### src/core/pcl_pkg.sv
// constants shared by the port pin configuration block
// assumes a 32-bit avalon-mm slave port and eight pins per port
package pcl_pkg;

  // port geometry
  localparam int PCL_NPORT = 11; // ports a b e k t s m p h j ad
  localparam int PCL_PIN_W = 8; // pins per port
  localparam int PCL_AW = 9; // byte address width of the slave
  localparam int PCL_DW = 32; // slave data width

  // port numbers, also the port field of the address (addr[8:5])
  localparam logic [3:0] PCL_PORT_A = 4'h0;
  localparam logic [3:0] PCL_PORT_B = 4'h1;
  localparam logic [3:0] PCL_PORT_E = 4'h2;
  localparam logic [3:0] PCL_PORT_K = 4'h3;
  localparam logic [3:0] PCL_PORT_T = 4'h4;
  localparam logic [3:0] PCL_PORT_S = 4'h5;
  localparam logic [3:0] PCL_PORT_M = 4'h6;
  localparam logic [3:0] PCL_PORT_P = 4'h7;
  localparam logic [3:0] PCL_PORT_H = 4'h8;
  localparam logic [3:0] PCL_PORT_J = 4'h9;
  localparam logic [3:0] PCL_PORT_AD = 4'ha;
  localparam logic [3:0] PCL_SHARED = 4'hb; // shared control page

  // per-port register slots, address field addr[4:2]
  localparam logic [2:0] PCL_F_DATA = 3'h0; // data / pin level
  localparam logic [2:0] PCL_F_DIR = 3'h1; // direction, 1 = output
  localparam logic [2:0] PCL_F_RDR = 3'h2; // drive_reduce_bit per pin
  localparam logic [2:0] PCL_F_PE = 3'h3; // pull_enable_bit per pin
  localparam logic [2:0] PCL_F_PS = 3'h4; // polarity_select_bit per pin
  localparam logic [2:0] PCL_F_OD = 3'h5; // open-drain select per pin
  localparam logic [2:0] PCL_F_IE = 3'h6; // pin_irq_enable_bit per pin
  localparam logic [2:0] PCL_F_FLAG = 3'h7; // pin interrupt flags, w1c

  // shared page slots
  localparam logic [2:0] PCL_S_PULLUP = 3'h0; // per-port pull-ups + debug
  localparam logic [2:0] PCL_S_REDUCE = 3'h1; // per-port reduced drive
  localparam logic [2:0] PCL_S_ROUTE = 3'h2; // peripheral routing
  localparam logic [2:0] PCL_S_STAT = 3'h3; // irq status, read clears
  localparam logic [2:0] PCL_S_MASK = 3'h4; // irq mask

  // capability sets, one bit per port number
  localparam logic [10:0] PCL_CAP_PE = 11'h7f0; // per-pin pull enable
  localparam logic [10:0] PCL_CAP_PS = 11'h3f0; // pull/edge polarity
  localparam logic [10:0] PCL_CAP_RDR = 11'h7f0; // per-pin reduced drive
  localparam logic [10:0] PCL_CAP_OD = 11'h060; // open-drain ports
  localparam logic [10:0] PCL_CAP_IRQ = 11'h380; // pin interrupt ports

  // field positions in the shared page
  localparam int PCL_PULLUP_DBG_BIT = 4; // background_debug_pin pull-up
  localparam int PCL_NIRQ = 3; // ports with pin interrupts
  localparam int PCL_IRQ_W = PCL_NIRQ * PCL_PIN_W; // status/mask width

  // reset values
  localparam logic [7:0] PCL_RST_BYTE = 8'h00;
  localparam logic [4:0] PCL_RST_PULLUP = 5'h00;
  localparam logic [3:0] PCL_RST_REDUCE = 4'h0;
  localparam logic [23:0] PCL_RST_MASK = 24'h000000;

  // glitch filter: a level must hold this long to be accepted
  localparam int PCL_CLK_NS = 4; // 250 mhz system clock
  localparam int PCL_FILT_NS = 20; // shortest accepted pulse
  localparam int PCL_FILT_CYC = (PCL_FILT_NS + PCL_CLK_NS - 1) / PCL_CLK_NS;
  localparam int PCL_FCW = 4; // filter counter width

endpackage : pcl_pkg

### src/core/pcl_port_cfg.sv
// port pin configuration logic: pad control for eleven 8-pin ports
// assumes pads resolve level from pad_out/pad_oe_n and report pad_in
// synchronous to clk_sys_in; registers over avalon-mm with waitrequest
//
// What this block does
// RL1: direction 0 input, 1 drives data bit
// RL2: drive-reduce bit selects reduced drive on outputs
// RL3: input pull enabled; polarity 0 up, 1 down
// RL4: outputs never have a pull device active
// RL5: irq enable: polarity 0 falling, 1 rising
// RL6: ports a b e k ad polarity fixed 0
// RL7: pin interrupts only on ports p h j
// RL8: flags record pin interrupt events for software
// RL9: pin interrupt inputs glitch filtered before edges
// RL10: ports s m offer per-pin open-drain mode
// RL11: ports t s m p h j per-pin pull controls
// RL12: port ad per-pin pull-up enable only
// RL13: one register: per-port pull-ups plus debug pin
// RL14: a b e k reduce per port, others per pin
// RL15: register reads sampled synchronously to clock
// RL16: routing register relocates peripheral signals to pins
// RL17: drive-reduce ignored on input pins
// RL18: flag set on filtered edge, irq, w1c
//
// Chosen here: the Avalon-MM register port and the register addresses.
`timescale 1ns/100ps
`default_nettype none

module pcl_port_cfg
  import pcl_pkg::*;
#(
  parameter int FILT_CYC = PCL_FILT_CYC // glitch filter length, cycles
) (
  input wire logic clk_sys_in, // 250 mhz system clock
  input wire logic rstn_in, // synchronous reset, active low
  input wire logic [PCL_AW-1:0] avs_address_in, // byte address
  input wire logic avs_read_in, // read request
  input wire logic avs_write_in, // write request
  input wire logic [PCL_DW-1:0] avs_writedata_in, // write data
  input wire logic [3:0] avs_byteenable_in, // byte lanes
  output logic [PCL_DW-1:0] avs_readdata_out, // read data
  output logic avs_waitrequest_out, // stall while register is fetched
  output logic irq_out, // level, unmasked flag pending
  input wire logic [PCL_NPORT*PCL_PIN_W-1:0] pad_in, // pad levels
  output logic [PCL_NPORT*PCL_PIN_W-1:0] pad_out, // pad drive level
  output logic [PCL_NPORT*PCL_PIN_W-1:0] pad_oe_n_out, // low = drive
  output logic [PCL_NPORT*PCL_PIN_W-1:0] pad_reduce_out, // weak drive
  output logic [PCL_NPORT*PCL_PIN_W-1:0] pad_pull_up_out, // pull-up on
  output logic [PCL_NPORT*PCL_PIN_W-1:0] pad_pull_dn_out, // pull-down on
  output logic background_debug_pin_pull_up_out, // pull-up on the debug pin
  input wire logic [PCL_PIN_W-1:0] periph_data_in, // peripheral drive
  input wire logic [PCL_PIN_W-1:0] periph_en_in, // peripheral owns pin
  output logic [PCL_PIN_W-1:0] periph_rx_out // routed pin level
);

  // elaboration checks
  // a longer filter would wrap the counter
  // and let pulses of any length through
  if (FILT_CYC < 1 || FILT_CYC > (2**PCL_FCW) - 1) begin : g_chk_filt
    $error("FILT_CYC out of range for the filter counter");
  end

  // bus handshake state
  // the slave answers after exactly one wait state
  logic ack_r; // second cycle of an access
  logic [PCL_DW-1:0] rdata_r; // captured read value
  logic [PCL_IRQ_W-1:0] stat_clr_r; // flags seen by a status read
  logic req; // any request present
  logic wr_en; // write commits this edge
  logic rd_en; // read completes this edge
  logic [3:0] a_port; // port field of address
  logic [2:0] a_fld; // slot field of address

  // shared control registers
  // the a b e k bits act on the whole port
  logic [4:0] pullup_r; // a b e k per port, bit 4 debug pin
  logic [3:0] reduce_r; // a b e k reduced drive per port
  logic [PCL_PIN_W-1:0] route_r; // 0 = port s, 1 = port m
  logic [PCL_IRQ_W-1:0] mask_r; // irq mask
  logic [PCL_IRQ_W-1:0] stat_w; // all pin interrupt flags

  // per-port register file
  // one byte per port and slot, by port number
  logic [7:0] data_r [PCL_NPORT]; // output data
  logic [7:0] dir_r [PCL_NPORT]; // direction
  logic [7:0] rdr_r [PCL_NPORT]; // per-pin reduced drive
  logic [7:0] pe_r [PCL_NPORT]; // per-pin pull enable
  logic [7:0] ps_r [PCL_NPORT]; // per-pin polarity
  logic [7:0] od_r [PCL_NPORT]; // per-pin open drain
  logic [7:0] ie_r [PCL_NPORT]; // per-pin irq enable
  logic [7:0] flag_r [PCL_NPORT]; // per-pin irq flags
  logic [7:0] rd_port [PCL_NPORT]; // read value of selected slot
  logic [PCL_DW-1:0] rd_val; // read mux output

  // reads and writes both commit in the second cycle
  assign req = avs_read_in | avs_write_in;
  assign wr_en = avs_write_in & ack_r;
  assign rd_en = avs_read_in & ack_r;
  assign a_port = avs_address_in[8:5];
  assign a_fld = avs_address_in[4:2];
  // one wait state on every access gives the read mux a full cycle
  assign avs_waitrequest_out = req & ~ack_r;
  assign avs_readdata_out = rdata_r;

  // access sequencer
  // ack_r is high one cycle per request; a request
  // left up after its answer starts a fresh access
  always_ff @(posedge clk_sys_in) begin
    if (!rstn_in) begin
      ack_r <= 1'b0;
    end else begin
      ack_r <= req & ~ack_r;
    end
  end

  // read capture, clocked so reads see a stable sample
  // read-clear lands at the answer edge; an event at
  // the capture edge is not in stat_clr_r and survives
  always_ff @(posedge clk_sys_in) begin
    if (!rstn_in) begin
      rdata_r <= '0;
      stat_clr_r <= '0;
    end else if (req & ~ack_r) begin
      rdata_r <= avs_read_in ? rd_val : '0; // RL15
      // remember exactly what was reported so only those bits clear
      if (avs_read_in && a_port == PCL_SHARED && a_fld == PCL_S_STAT) begin
        stat_clr_r <= stat_w;
      end else begin
        stat_clr_r <= '0;
      end
    end
  end

  // read mux; unmapped addresses read zero
  // ports first, the shared page sits above them
  always_comb begin
    rd_val = '0;
    if (a_port < 4'(PCL_NPORT)) begin
      rd_val = {24'h000000, rd_port[a_port]};
    end else if (a_port == PCL_SHARED) begin
      unique case (a_fld)
        PCL_S_PULLUP: rd_val = {27'h0000000, pullup_r};
        PCL_S_REDUCE: rd_val = {28'h0000000, reduce_r};
        PCL_S_ROUTE: rd_val = {24'h000000, route_r};
        PCL_S_STAT: rd_val = {8'h00, stat_w};
        PCL_S_MASK: rd_val = {8'h00, mask_r};
        default: rd_val = '0; // slots 5..7 unmapped
      endcase
    end
  end

  // shared control page writes
  // these registers all fit in byte lane 0
  always_ff @(posedge clk_sys_in) begin
    if (!rstn_in) begin
      pullup_r <= PCL_RST_PULLUP;
      reduce_r <= PCL_RST_REDUCE;
      route_r <= PCL_RST_BYTE;
    end else if (wr_en && a_port == PCL_SHARED && avs_byteenable_in[0]) begin
      unique case (a_fld)
        PCL_S_PULLUP: pullup_r <= avs_writedata_in[4:0]; // RL13
        PCL_S_REDUCE: reduce_r <= avs_writedata_in[3:0]; // RL14
        PCL_S_ROUTE: route_r <= avs_writedata_in[7:0]; // RL16
        default: ; // status and mask handled elsewhere
      endcase
    end
  end

  // irq mask, byte lanes honoured
  // lanes 0 1 2 cover ports p h j in that order
  always_ff @(posedge clk_sys_in) begin
    if (!rstn_in) begin
      mask_r <= PCL_RST_MASK;
    end else if (wr_en && a_port == PCL_SHARED && a_fld == PCL_S_MASK) begin
      for (int l = 0; l < PCL_NIRQ; l++) begin
        if (avs_byteenable_in[l]) begin
          mask_r[l*8 +: 8] <= avs_writedata_in[l*8 +: 8];
        end
      end
    end
  end

  assign background_debug_pin_pull_up_out = pullup_r[PCL_PULLUP_DBG_BIT]; // RL13
  // combinational from flops, no added latency
  assign irq_out = |(stat_w & mask_r); // RL18

  // peripheral return path follows the routing choice
  // one cycle late; pad levels are already synchronous
  always_ff @(posedge clk_sys_in) begin
    if (!rstn_in) begin
      periph_rx_out <= '0;
    end else begin
      for (int i = 0; i < PCL_PIN_W; i++) begin
        periph_rx_out[i] <= route_r[i] ? // RL16
          pad_in[32'(PCL_PORT_M)*PCL_PIN_W + i] :
          pad_in[32'(PCL_PORT_S)*PCL_PIN_W + i];
      end
    end
  end

  // per-port logic
  // every port gets its own slots and pad controls;
  // capability masks prune what a port lacks
  for (genvar g = 0; g < PCL_NPORT; g++) begin : g_port
    logic sel; // byte-0 write to this port
    logic [7:0] pad; // this port's pad levels
    logic [7:0] pe_eff; // pull enable after port rules
    logic [7:0] ps_eff; // polarity after port rules
    logic [7:0] rdr_eff; // reduced drive after port rules
    logic [7:0] od_eff; // open drain after port rules
    logic [7:0] ovr; // pins taken by a routed peripheral
    logic [7:0] drv_dir; // effective direction
    logic [7:0] drv_dat; // effective output level
    logic [7:0] filt_set; // new flag events

    assign sel = wr_en & (a_port == 4'(g)) & avs_byteenable_in[0];
    assign pad = pad_in[g*PCL_PIN_W +: PCL_PIN_W];

    // configuration writes; slots a port lacks stay at reset
    // so software reads a missing slot back as zero
    always_ff @(posedge clk_sys_in) begin
      if (!rstn_in) begin
        data_r[g] <= PCL_RST_BYTE;
        dir_r[g] <= PCL_RST_BYTE;
        rdr_r[g] <= PCL_RST_BYTE;
        pe_r[g] <= PCL_RST_BYTE;
        ps_r[g] <= PCL_RST_BYTE;
        od_r[g] <= PCL_RST_BYTE;
        ie_r[g] <= PCL_RST_BYTE;
      end else if (sel) begin
        unique case (a_fld)
          PCL_F_DATA: data_r[g] <= avs_writedata_in[7:0];
          PCL_F_DIR: dir_r[g] <= avs_writedata_in[7:0];
          PCL_F_RDR: if (PCL_CAP_RDR[g]) rdr_r[g] <= avs_writedata_in[7:0];
          PCL_F_PE: if (PCL_CAP_PE[g]) pe_r[g] <= avs_writedata_in[7:0];
          PCL_F_PS: if (PCL_CAP_PS[g]) ps_r[g] <= avs_writedata_in[7:0];
          PCL_F_OD: if (PCL_CAP_OD[g]) od_r[g] <= avs_writedata_in[7:0];
          PCL_F_IE: if (PCL_CAP_IRQ[g]) ie_r[g] <= avs_writedata_in[7:0];
          PCL_F_FLAG: ; // write-one-clear, handled with the flags
        endcase
      end
    end

    // per-port versus per-pin controls
    // a b e k take pulls and reduce from shared page
    if (PCL_CAP_PE[g]) begin : g_pin_pull
      assign pe_eff = pe_r[g]; // RL11 RL12
    end else begin : g_port_pull
      assign pe_eff = {8{pullup_r[g]}}; // RL13
    end
    if (PCL_CAP_RDR[g]) begin : g_pin_rdr
      assign rdr_eff = rdr_r[g]; // RL14
    end else begin : g_port_rdr
      assign rdr_eff = {8{reduce_r[g]}}; // RL14
    end
    // ports without polarity control always pull up
    assign ps_eff = PCL_CAP_PS[g] ? ps_r[g] : 8'h00; // RL6 RL12
    assign od_eff = PCL_CAP_OD[g] ? od_r[g] : 8'h00; // RL10

    // routed peripherals take over the pins of port s or port m
    // a routed pin is forced to output; open drain
    // and reduce settings of that pin still apply
    if (g == PCL_PORT_S) begin : g_route_s
      assign ovr = periph_en_in & ~route_r; // RL16
    end else if (g == PCL_PORT_M) begin : g_route_m
      assign ovr = periph_en_in & route_r; // RL16
    end else begin : g_route_none
      assign ovr = 8'h00;
    end
    assign drv_dir = dir_r[g] | ovr; // RL1
    assign drv_dat = (ovr & periph_data_in) | (~ovr & data_r[g]); // RL1

    // pad controls, registered so the pads see clean levels
    // they follow a committed write by one edge
    always_ff @(posedge clk_sys_in) begin
      if (!rstn_in) begin
        pad_out[g*PCL_PIN_W +: PCL_PIN_W] <= 8'h00;
        pad_oe_n_out[g*PCL_PIN_W +: PCL_PIN_W] <= 8'hff;
        pad_reduce_out[g*PCL_PIN_W +: PCL_PIN_W] <= 8'h00;
        pad_pull_up_out[g*PCL_PIN_W +: PCL_PIN_W] <= 8'h00;
        pad_pull_dn_out[g*PCL_PIN_W +: PCL_PIN_W] <= 8'h00;
      end else begin
        pad_out[g*PCL_PIN_W +: PCL_PIN_W] <= drv_dat; // RL1
        // open drain only pulls low; a high level releases the pin
        pad_oe_n_out[g*PCL_PIN_W +: PCL_PIN_W] <=
          ~(drv_dir & ~(od_eff & drv_dat)); // RL1 RL10
        // reduced drive is meaningless on inputs, so gate it off
        pad_reduce_out[g*PCL_PIN_W +: PCL_PIN_W] <=
          rdr_eff & drv_dir; // RL2 RL17
        pad_pull_up_out[g*PCL_PIN_W +: PCL_PIN_W] <=
          pe_eff & ~drv_dir & ~ps_eff; // RL3 RL4
        pad_pull_dn_out[g*PCL_PIN_W +: PCL_PIN_W] <=
          pe_eff & ~drv_dir & ps_eff; // RL3 RL4
      end
    end

    // pin interrupt path, present only where the port supports it
    // filter flops exist on p h j only, saving
    // them on the eight ports without interrupts
    if (PCL_CAP_IRQ[g]) begin : g_irq
      for (genvar b = 0; b < PCL_PIN_W; b++) begin : g_bit
        logic [PCL_FCW-1:0] cnt_r; // cycles the new level has held
        logic filt_r; // accepted level
        logic prev_r; // accepted level one cycle earlier

        // level must hold FILT_CYC cycles; shorter pulses vanish
        // a pin high at reset yields one accepted rise;
        // harmless, the enable bits are still clear
        always_ff @(posedge clk_sys_in) begin
          if (!rstn_in) begin
            cnt_r <= '0;
            filt_r <= 1'b0;
            prev_r <= 1'b0;
          end else begin
            prev_r <= filt_r;
            if (pad[b] == filt_r) begin
              cnt_r <= '0;
            end else if (cnt_r == PCL_FCW'(FILT_CYC - 1)) begin
              filt_r <= pad[b]; // RL9
              cnt_r <= '0;
            end else begin
              cnt_r <= cnt_r + 1'b1;
            end
          end
        end

        // edge select works whatever the pin direction
        // polarity 1 picks rising, 0 picks falling
        assign filt_set[b] = ie_r[g][b] & (ps_eff[b] ? // RL5 RL7
          (filt_r & ~prev_r) : (~filt_r & prev_r));
      end

      // sticky flags; a new event beats a clear in the same cycle
      // so a clear racing an edge never loses it;
      // w1c and read-clear are treated alike
      always_ff @(posedge clk_sys_in) begin
        if (!rstn_in) begin
          flag_r[g] <= PCL_RST_BYTE;
        end else begin
          flag_r[g] <= (flag_r[g] & ~((sel && a_fld == PCL_F_FLAG) ?
            avs_writedata_in[7:0] : 8'h00)
            & ~(rd_en ? stat_clr_r[(g-PCL_PORT_P)*8 +: 8] : 8'h00))
            | filt_set; // RL8 RL18
        end
      end
      assign stat_w[(g-PCL_PORT_P)*8 +: 8] = flag_r[g]; // RL8
    end else begin : g_no_irq
      // no interrupt: flags and events stay zero
      assign filt_set = 8'h00; // RL7
      always_ff @(posedge clk_sys_in) begin
        flag_r[g] <= PCL_RST_BYTE; // RL7
      end
    end

    // register read for this port; inputs read the pad level
    // outputs read back their data latch
    always_comb begin
      unique case (a_fld)
        PCL_F_DATA: rd_port[g] = (dir_r[g] & data_r[g]) | (~dir_r[g] & pad);
        PCL_F_DIR: rd_port[g] = dir_r[g];
        PCL_F_RDR: rd_port[g] = rdr_r[g];
        PCL_F_PE: rd_port[g] = pe_r[g];
        PCL_F_PS: rd_port[g] = ps_r[g];
        PCL_F_OD: rd_port[g] = od_r[g];
        PCL_F_IE: rd_port[g] = ie_r[g];
        PCL_F_FLAG: rd_port[g] = flag_r[g];
      endcase
    end
  end

endmodule // pcl_port_cfg

`default_nettype wire

### config.mk
export PLATFORM = sky130hd
export DESIGN_NAME = pcl_port_cfg
export DESIGN_NICKNAME = d
export VERILOG_FILES = /design/src/core/pcl_pkg.sv /design/src/core/pcl_port_cfg.sv
export SDC_FILE = /design/constraint.sdc
export NUM_CORES = 2
export LEC_CHECK = 0
export ABC_AREA = 0
export ABC_CLOCK_PERIOD_IN_PS = 3180
export BUFFER_PORTS_ARGS = -buffer_cell sky130_fd_sc_hd__buf_2
export CAP_MARGIN = 20
export CORE_AREA = 2 2 275 344
export DETAILED_ROUTE_END_ITERATION = 8
export DIE_AREA = 0 0 277 346
export PLACE_DENSITY_LB_ADDON = 0.08
export SLEW_MARGIN = 20
export SYNTH_ARGS = -nofsm -noshare
export SYNTH_HDL_FRONTEND = slang
export SYNTH_SLANG_ARGS = --single-unit
### constraint.sdc
create_clock -name clk_sys_in -period 3.18 [get_ports clk_sys_in]
set_input_delay 0.636 -clock clk_sys_in [delete_from_list [all_inputs] [get_ports clk_sys_in]]
set_output_delay 0.636 -clock clk_sys_in [all_outputs]
set_load 0.02 [all_outputs]
# Word level (Yosys, flattened, before mapping)
# Memories as Yosys holds them, arrays and structs flattened.
# Cells that the tools add are included.
dict set report totals {
  register_bits 650
  latchBits 0
  mem_bits_rw 704
  mem_bits_ro 0
  input_bits 153
  out_inout_bits 483
  memories 8
}
dict set report classes {
  n_addsub 24
  mul 0
  div_mod_pow 0
  magnitude_cmp 2
  eq_ne 66
  shifts 0
  muxes 257
  bitwise 346
  n_reduce_logical 65
}
# name depth word_bits read_ports rd_ports_with_merged_regs write_ports line
set mem_list {}
lappend mem_list {data_r 11 8 11 0 11 pcl_port_cfg.sv:84} ;# logic [7:0] data_r [PCL_NPORT];
lappend mem_list {dir_r 11 8 11 0 11 pcl_port_cfg.sv:85} ;# logic [7:0] dir_r [PCL_NPORT];
lappend mem_list {flag_r 11 8 11 0 11 pcl_port_cfg.sv:91} ;# logic [7:0] flag_r [PCL_NPORT];
lappend mem_list {ie_r 11 8 11 0 11 pcl_port_cfg.sv:90} ;# logic [7:0] ie_r [PCL_NPORT];
lappend mem_list {od_r 11 8 11 0 11 pcl_port_cfg.sv:89} ;# logic [7:0] od_r [PCL_NPORT];
lappend mem_list {pe_r 11 8 11 0 11 pcl_port_cfg.sv:87} ;# logic [7:0] pe_r [PCL_NPORT];
lappend mem_list {{2 more memories} -- -- -- -- -- --}
# op count
set ops {}
lappend ops {{one-hot mux 8 bit (8 select lines)} 11}
lappend ops {{bitwise AND 8 bit} 72}
lappend ops {{2-to-1 mux 8 bit} 58}
lappend ops {{inverter 8 bit} 32}
lappend ops {{2-to-1 mux 1 bit} 182}
lappend ops {{OR 8 bit} 18}
lappend ops {{one-hot mux 24 bit (5 select lines)} 1}
lappend ops {{== test 4 x 3 -> 1 bit (second input constant)} 28}
lappend ops {{bitwise AND 1 bit} 97}
lappend ops {{adder 4 x 1 -> 4 bit (second input constant)} 24}
lappend ops {{2-to-1 mux 32 bit} 3}
lappend ops {{inverter 1 bit} 74}
lappend ops {{OR reduction 3 bit} 24}
lappend ops {{AND reduction 2 bit} 30}
lappend ops {{OR 1 bit} 51}
lappend ops {{binary-select mux 8 bit (select 4 bit)} 1}
lappend ops {{bitwise AND 24 bit} 1}
lappend ops {{== test 1 bit} 24}
lappend ops {{2-to-1 mux 24 bit} 1}
lappend ops {{OR reduction 24 bit} 1}
lappend ops {{== test 4 bit (second input constant)} 4}
lappend ops {{== test 3 bit (second input constant)} 4}
lappend ops {{== test 4 x 2 -> 1 bit (second input constant)} 2}
lappend ops {{logical AND 1 bit} 8}
lappend ops {{other kinds (8)} 9}

# Logic depth before layout (Yosys ltp)
dict set report depth {
  depth_word 10
  ltp_mapped 10
}

# Worst setup path before layout
# No wires, ideal clock.
dict set report synth_path {
  path_kind {in2reg}
  startpoint {input avs_address_in[7]}
  endpoint {memory data_r[9][0], enable pin}
  setup_ns 0.384
  arrival_time_ns 2.269
  required_time_ns 2.796
  slack_ns 0.527
  path_stages 7
  path_cell_list {clkbuf_1 -> nand2b_1 -> buf_2 -> nor2_1 -> nand2_1 -> clkbuf_1 -> o21ai_0}
}
# item line
set synth_rtl {}
lappend synth_rtl {{start, declared} pcl_port_cfg.sv:36} ;# input wire logic [PCL_AW-1:0] avs_address_in,
lappend synth_rtl {{end, declared} pcl_port_cfg.sv:84}

==> out/metrics.csv <==
metric;value;unit
Req. time, crit path;2540;ps
maxcap violations;0;
Clock Power Share;44.2;%
vias in the first global route;31500;
H-tree depth;3;
clock buffer count from CTS;105;
final net count;4757;
Port Buffer Count;576;
Fin Setup TNS;0;ps
GP Congestion;0.926;
Final Hold Slack;186;ps
Post-synth top cells;666 x dfxtp_1, 486 x and2_1, 423 x nor2_1, 376 x edfxtp_1, 291 x nand2_1;
RSZ-0062 raised after global routing;no;
CTS tree;done;
routed vias;32400;
DRT antenna net count;0;
Crit Path Class;reg2out;
P_sw;0.00713;W
all-layer global routing usage;31.4;%
First DRT Iteration DRCs;3124;
die area;95800;um^2
run status;completed;
Critical Path Sink Type;output port;
Yosys reg bits;1042;
std cell rows;125;
sw frac;24.1;%
final count of hold timing violations;0;
GRT Residual Overflow;0;
DP HPWL;114000;um
Post-Route WL;154000;um
fin cells;5859;
leading area contributor after synthesis;dfxtp_1;
initial antenna violation count;16;
mapped cell area;41300;um^2
Starting Density;44.7;%
sequential area share after synthesis;59.5;%
worst hold path type;in2reg;
worst path arrival time;2110;ps
worst setup margin;434;ps
library cells used by synthesis;81;
slew at the pin with the worst max-slew slack;911;ps
Period minus WS final;2750;ps
period utilisation layout;86.3;%
Synth area leaders;dfxtp_1 32%, edfxtp_1 27%, and2_1 7.4%;
predominant post-synthesis flop cell;dfxtp_1;
fin. max-slew vios;0;
Avg Cell Area, Syn;10.7;um^2
postcts setup bufs;0;
peak supply drop;0.000444;V
CTS sink count;1042;
Area Growth Syn to Fin;21.3;%
drt via density;5.53;
Achievable Freq;0.364;GHz
leakage;21.4;nW
global-route wire length before repair;219000;um
crit-path max FO;4;
pin count of the biggest net entering global routing;110;
Chip Height;346;um
EDFF count, synth;376;
Synth top area share;32.2;%
Core ar.;92600;um^2
clk_lat worst skew;690;ps
YS warnings;0;
layout cells sized above 1;22.1;%
clk root buf;clkbuf_16;
WL/cell;26.3;um
IO Count;636;
post_cts resized;0;
# DRC;0;
Comb power frac;7.2;%
clk slew on worst S/H paths;60;ps
gate count after technology mapping;3870;
power density over the cells;589;nW/um^2
cell count after placement;5655;
pre-CTS setup slack;75.5;ps
ys async rst share;0;%
startpoint type of the worst setup path;flop;
most common cell in the netlist;dfxtp_1;
Final setup viols;0;
drt first pass iters;5;
Setup Skew;26.4;ps
Flop pwr share;48.6;%
Internal;0.0224;W
Longest Clk Path Bufs;3;
die width;277;um
cts hold-fix bufs;0;
worst rel slew slack;39.2;%
## routing by layer
metal	GRT usage [%]	wire (um)
met4	14.5	7450
met5	0	85
met1	39.2	61100
met2	52.7	74300
met3	5.73	11400
## cells by family (layout without fill, tap and decap cells)
kind of cell / after synthesis / count (layout) / synth area share [%]
and+or+nand+nor: 1532 / 1532 / 18.8
DFF: 1042 / 1042 / 59.5
AOI/OAI and AO/OA: 568 / 568 / 9.23
buffers and inverters: 414 / 1143 / 4.58
muxes: 193 / 193 / 4.86
xor gates and xnor gates: 72 / 72 / 1.53
adders and majority gates: 48 / 48 / 1.45
other: 1 / 55 / 0.00907
## power by group through the flow
stage	Combinational [W]	Sequential, W	Clock (W)
6_report	0.00213	0.0144	0.0131
5_1_grt	0.00223	0.0144	0.0138
4_1_cts	0.00211	0.0144	0.0132
3_5_place_dp	0.00210	0.0147	0
3_3_place_gp	0.00209	0.0147	0
2_1_floorplan	0.000964	0.0147	0
## cells in the final DEF, fill, tap and decap left out, types with 28 or more instances in the layout
cell / n
dfxtp_1: 666
buf_2: 569
and2_1: 486
nor2_1: 423
edfxtp_1: 376
nand2_1: 291
buf_4: 197
o21ai_0: 177
inv_1: 159
mux2i_1: 158
clkbuf_16: 118
a21oi_1: 98
nand3_1: 81
and3_1: 72
a22oi_1: 52
xor2_1: 48
ha_1: 48
conb_1: 48
nor3_1: 42
mux2_2: 32
nor3b_1: 32
a22o_1: 31
a221o_1: 30
nor2b_1: 28
## final timing paths
path	from	endpoint	slack (ps)	cells after the start
max	flag_r[9][6]	irq_out	430	6
min	avs_writedata_in[16]	mask_r[16]	190	3
max reg2reg	dir_r[7][6]	avs_readdata_out[6]	800	7
min reg2reg	ps_r[5][1]	pad_pull_up_out[41]	450	1
## sequential cells by signal, summed over array words and instances, names as in the netlist, 48 cells and up
register and flops:
dir_r 88, ps_r 48, pad_out 88, pad_reduce_out 88, pad_pull_up_out 88, g_port.g_irq.g_bit.cnt_r 96, data_r 88, pad_oe_n_out 88
pad_pull_dn_out 48, rdr_r 56, pe_r 56
## cell type report
type / instances / area [um^2]
Timing Repair Buffer: 785 / 4690
Clock inverter: 42 / 393
Sequential cell: 1042 / 24600
Clock buffer: 155 / 3290
Antenna cell: 7 / 17.5
Fill cell: 8454 / 42400
Tap cell: 1206 / 1510
Inverter: 161 / 607
Multi-Input combinational cell: 2461 / 15000
## worst max-delay path, cell delays in order (launching register included)
cell and delay, ps:
dfxtp_1 370, a22o_1 250, a221oi_1 240, nand3_1 150
nor2_1 120, nand4_1 90, buf_2 220
## stage by stage
step | power [W] | instance area, um^2 | util (%)
after CTS | 0.0297 | 50100 | 54.2
after detailed placement | 0.0168 | 46500 | 50.2
final | 0.0296 | 50200 | 54.2
after floorplan | 0.0157 | 41500 | -
after global routing | 0.0304 | 50200 | 54.2
after global placement | 0.0167 | 46500 | 50.2
(Power assumes the default switching activity.)
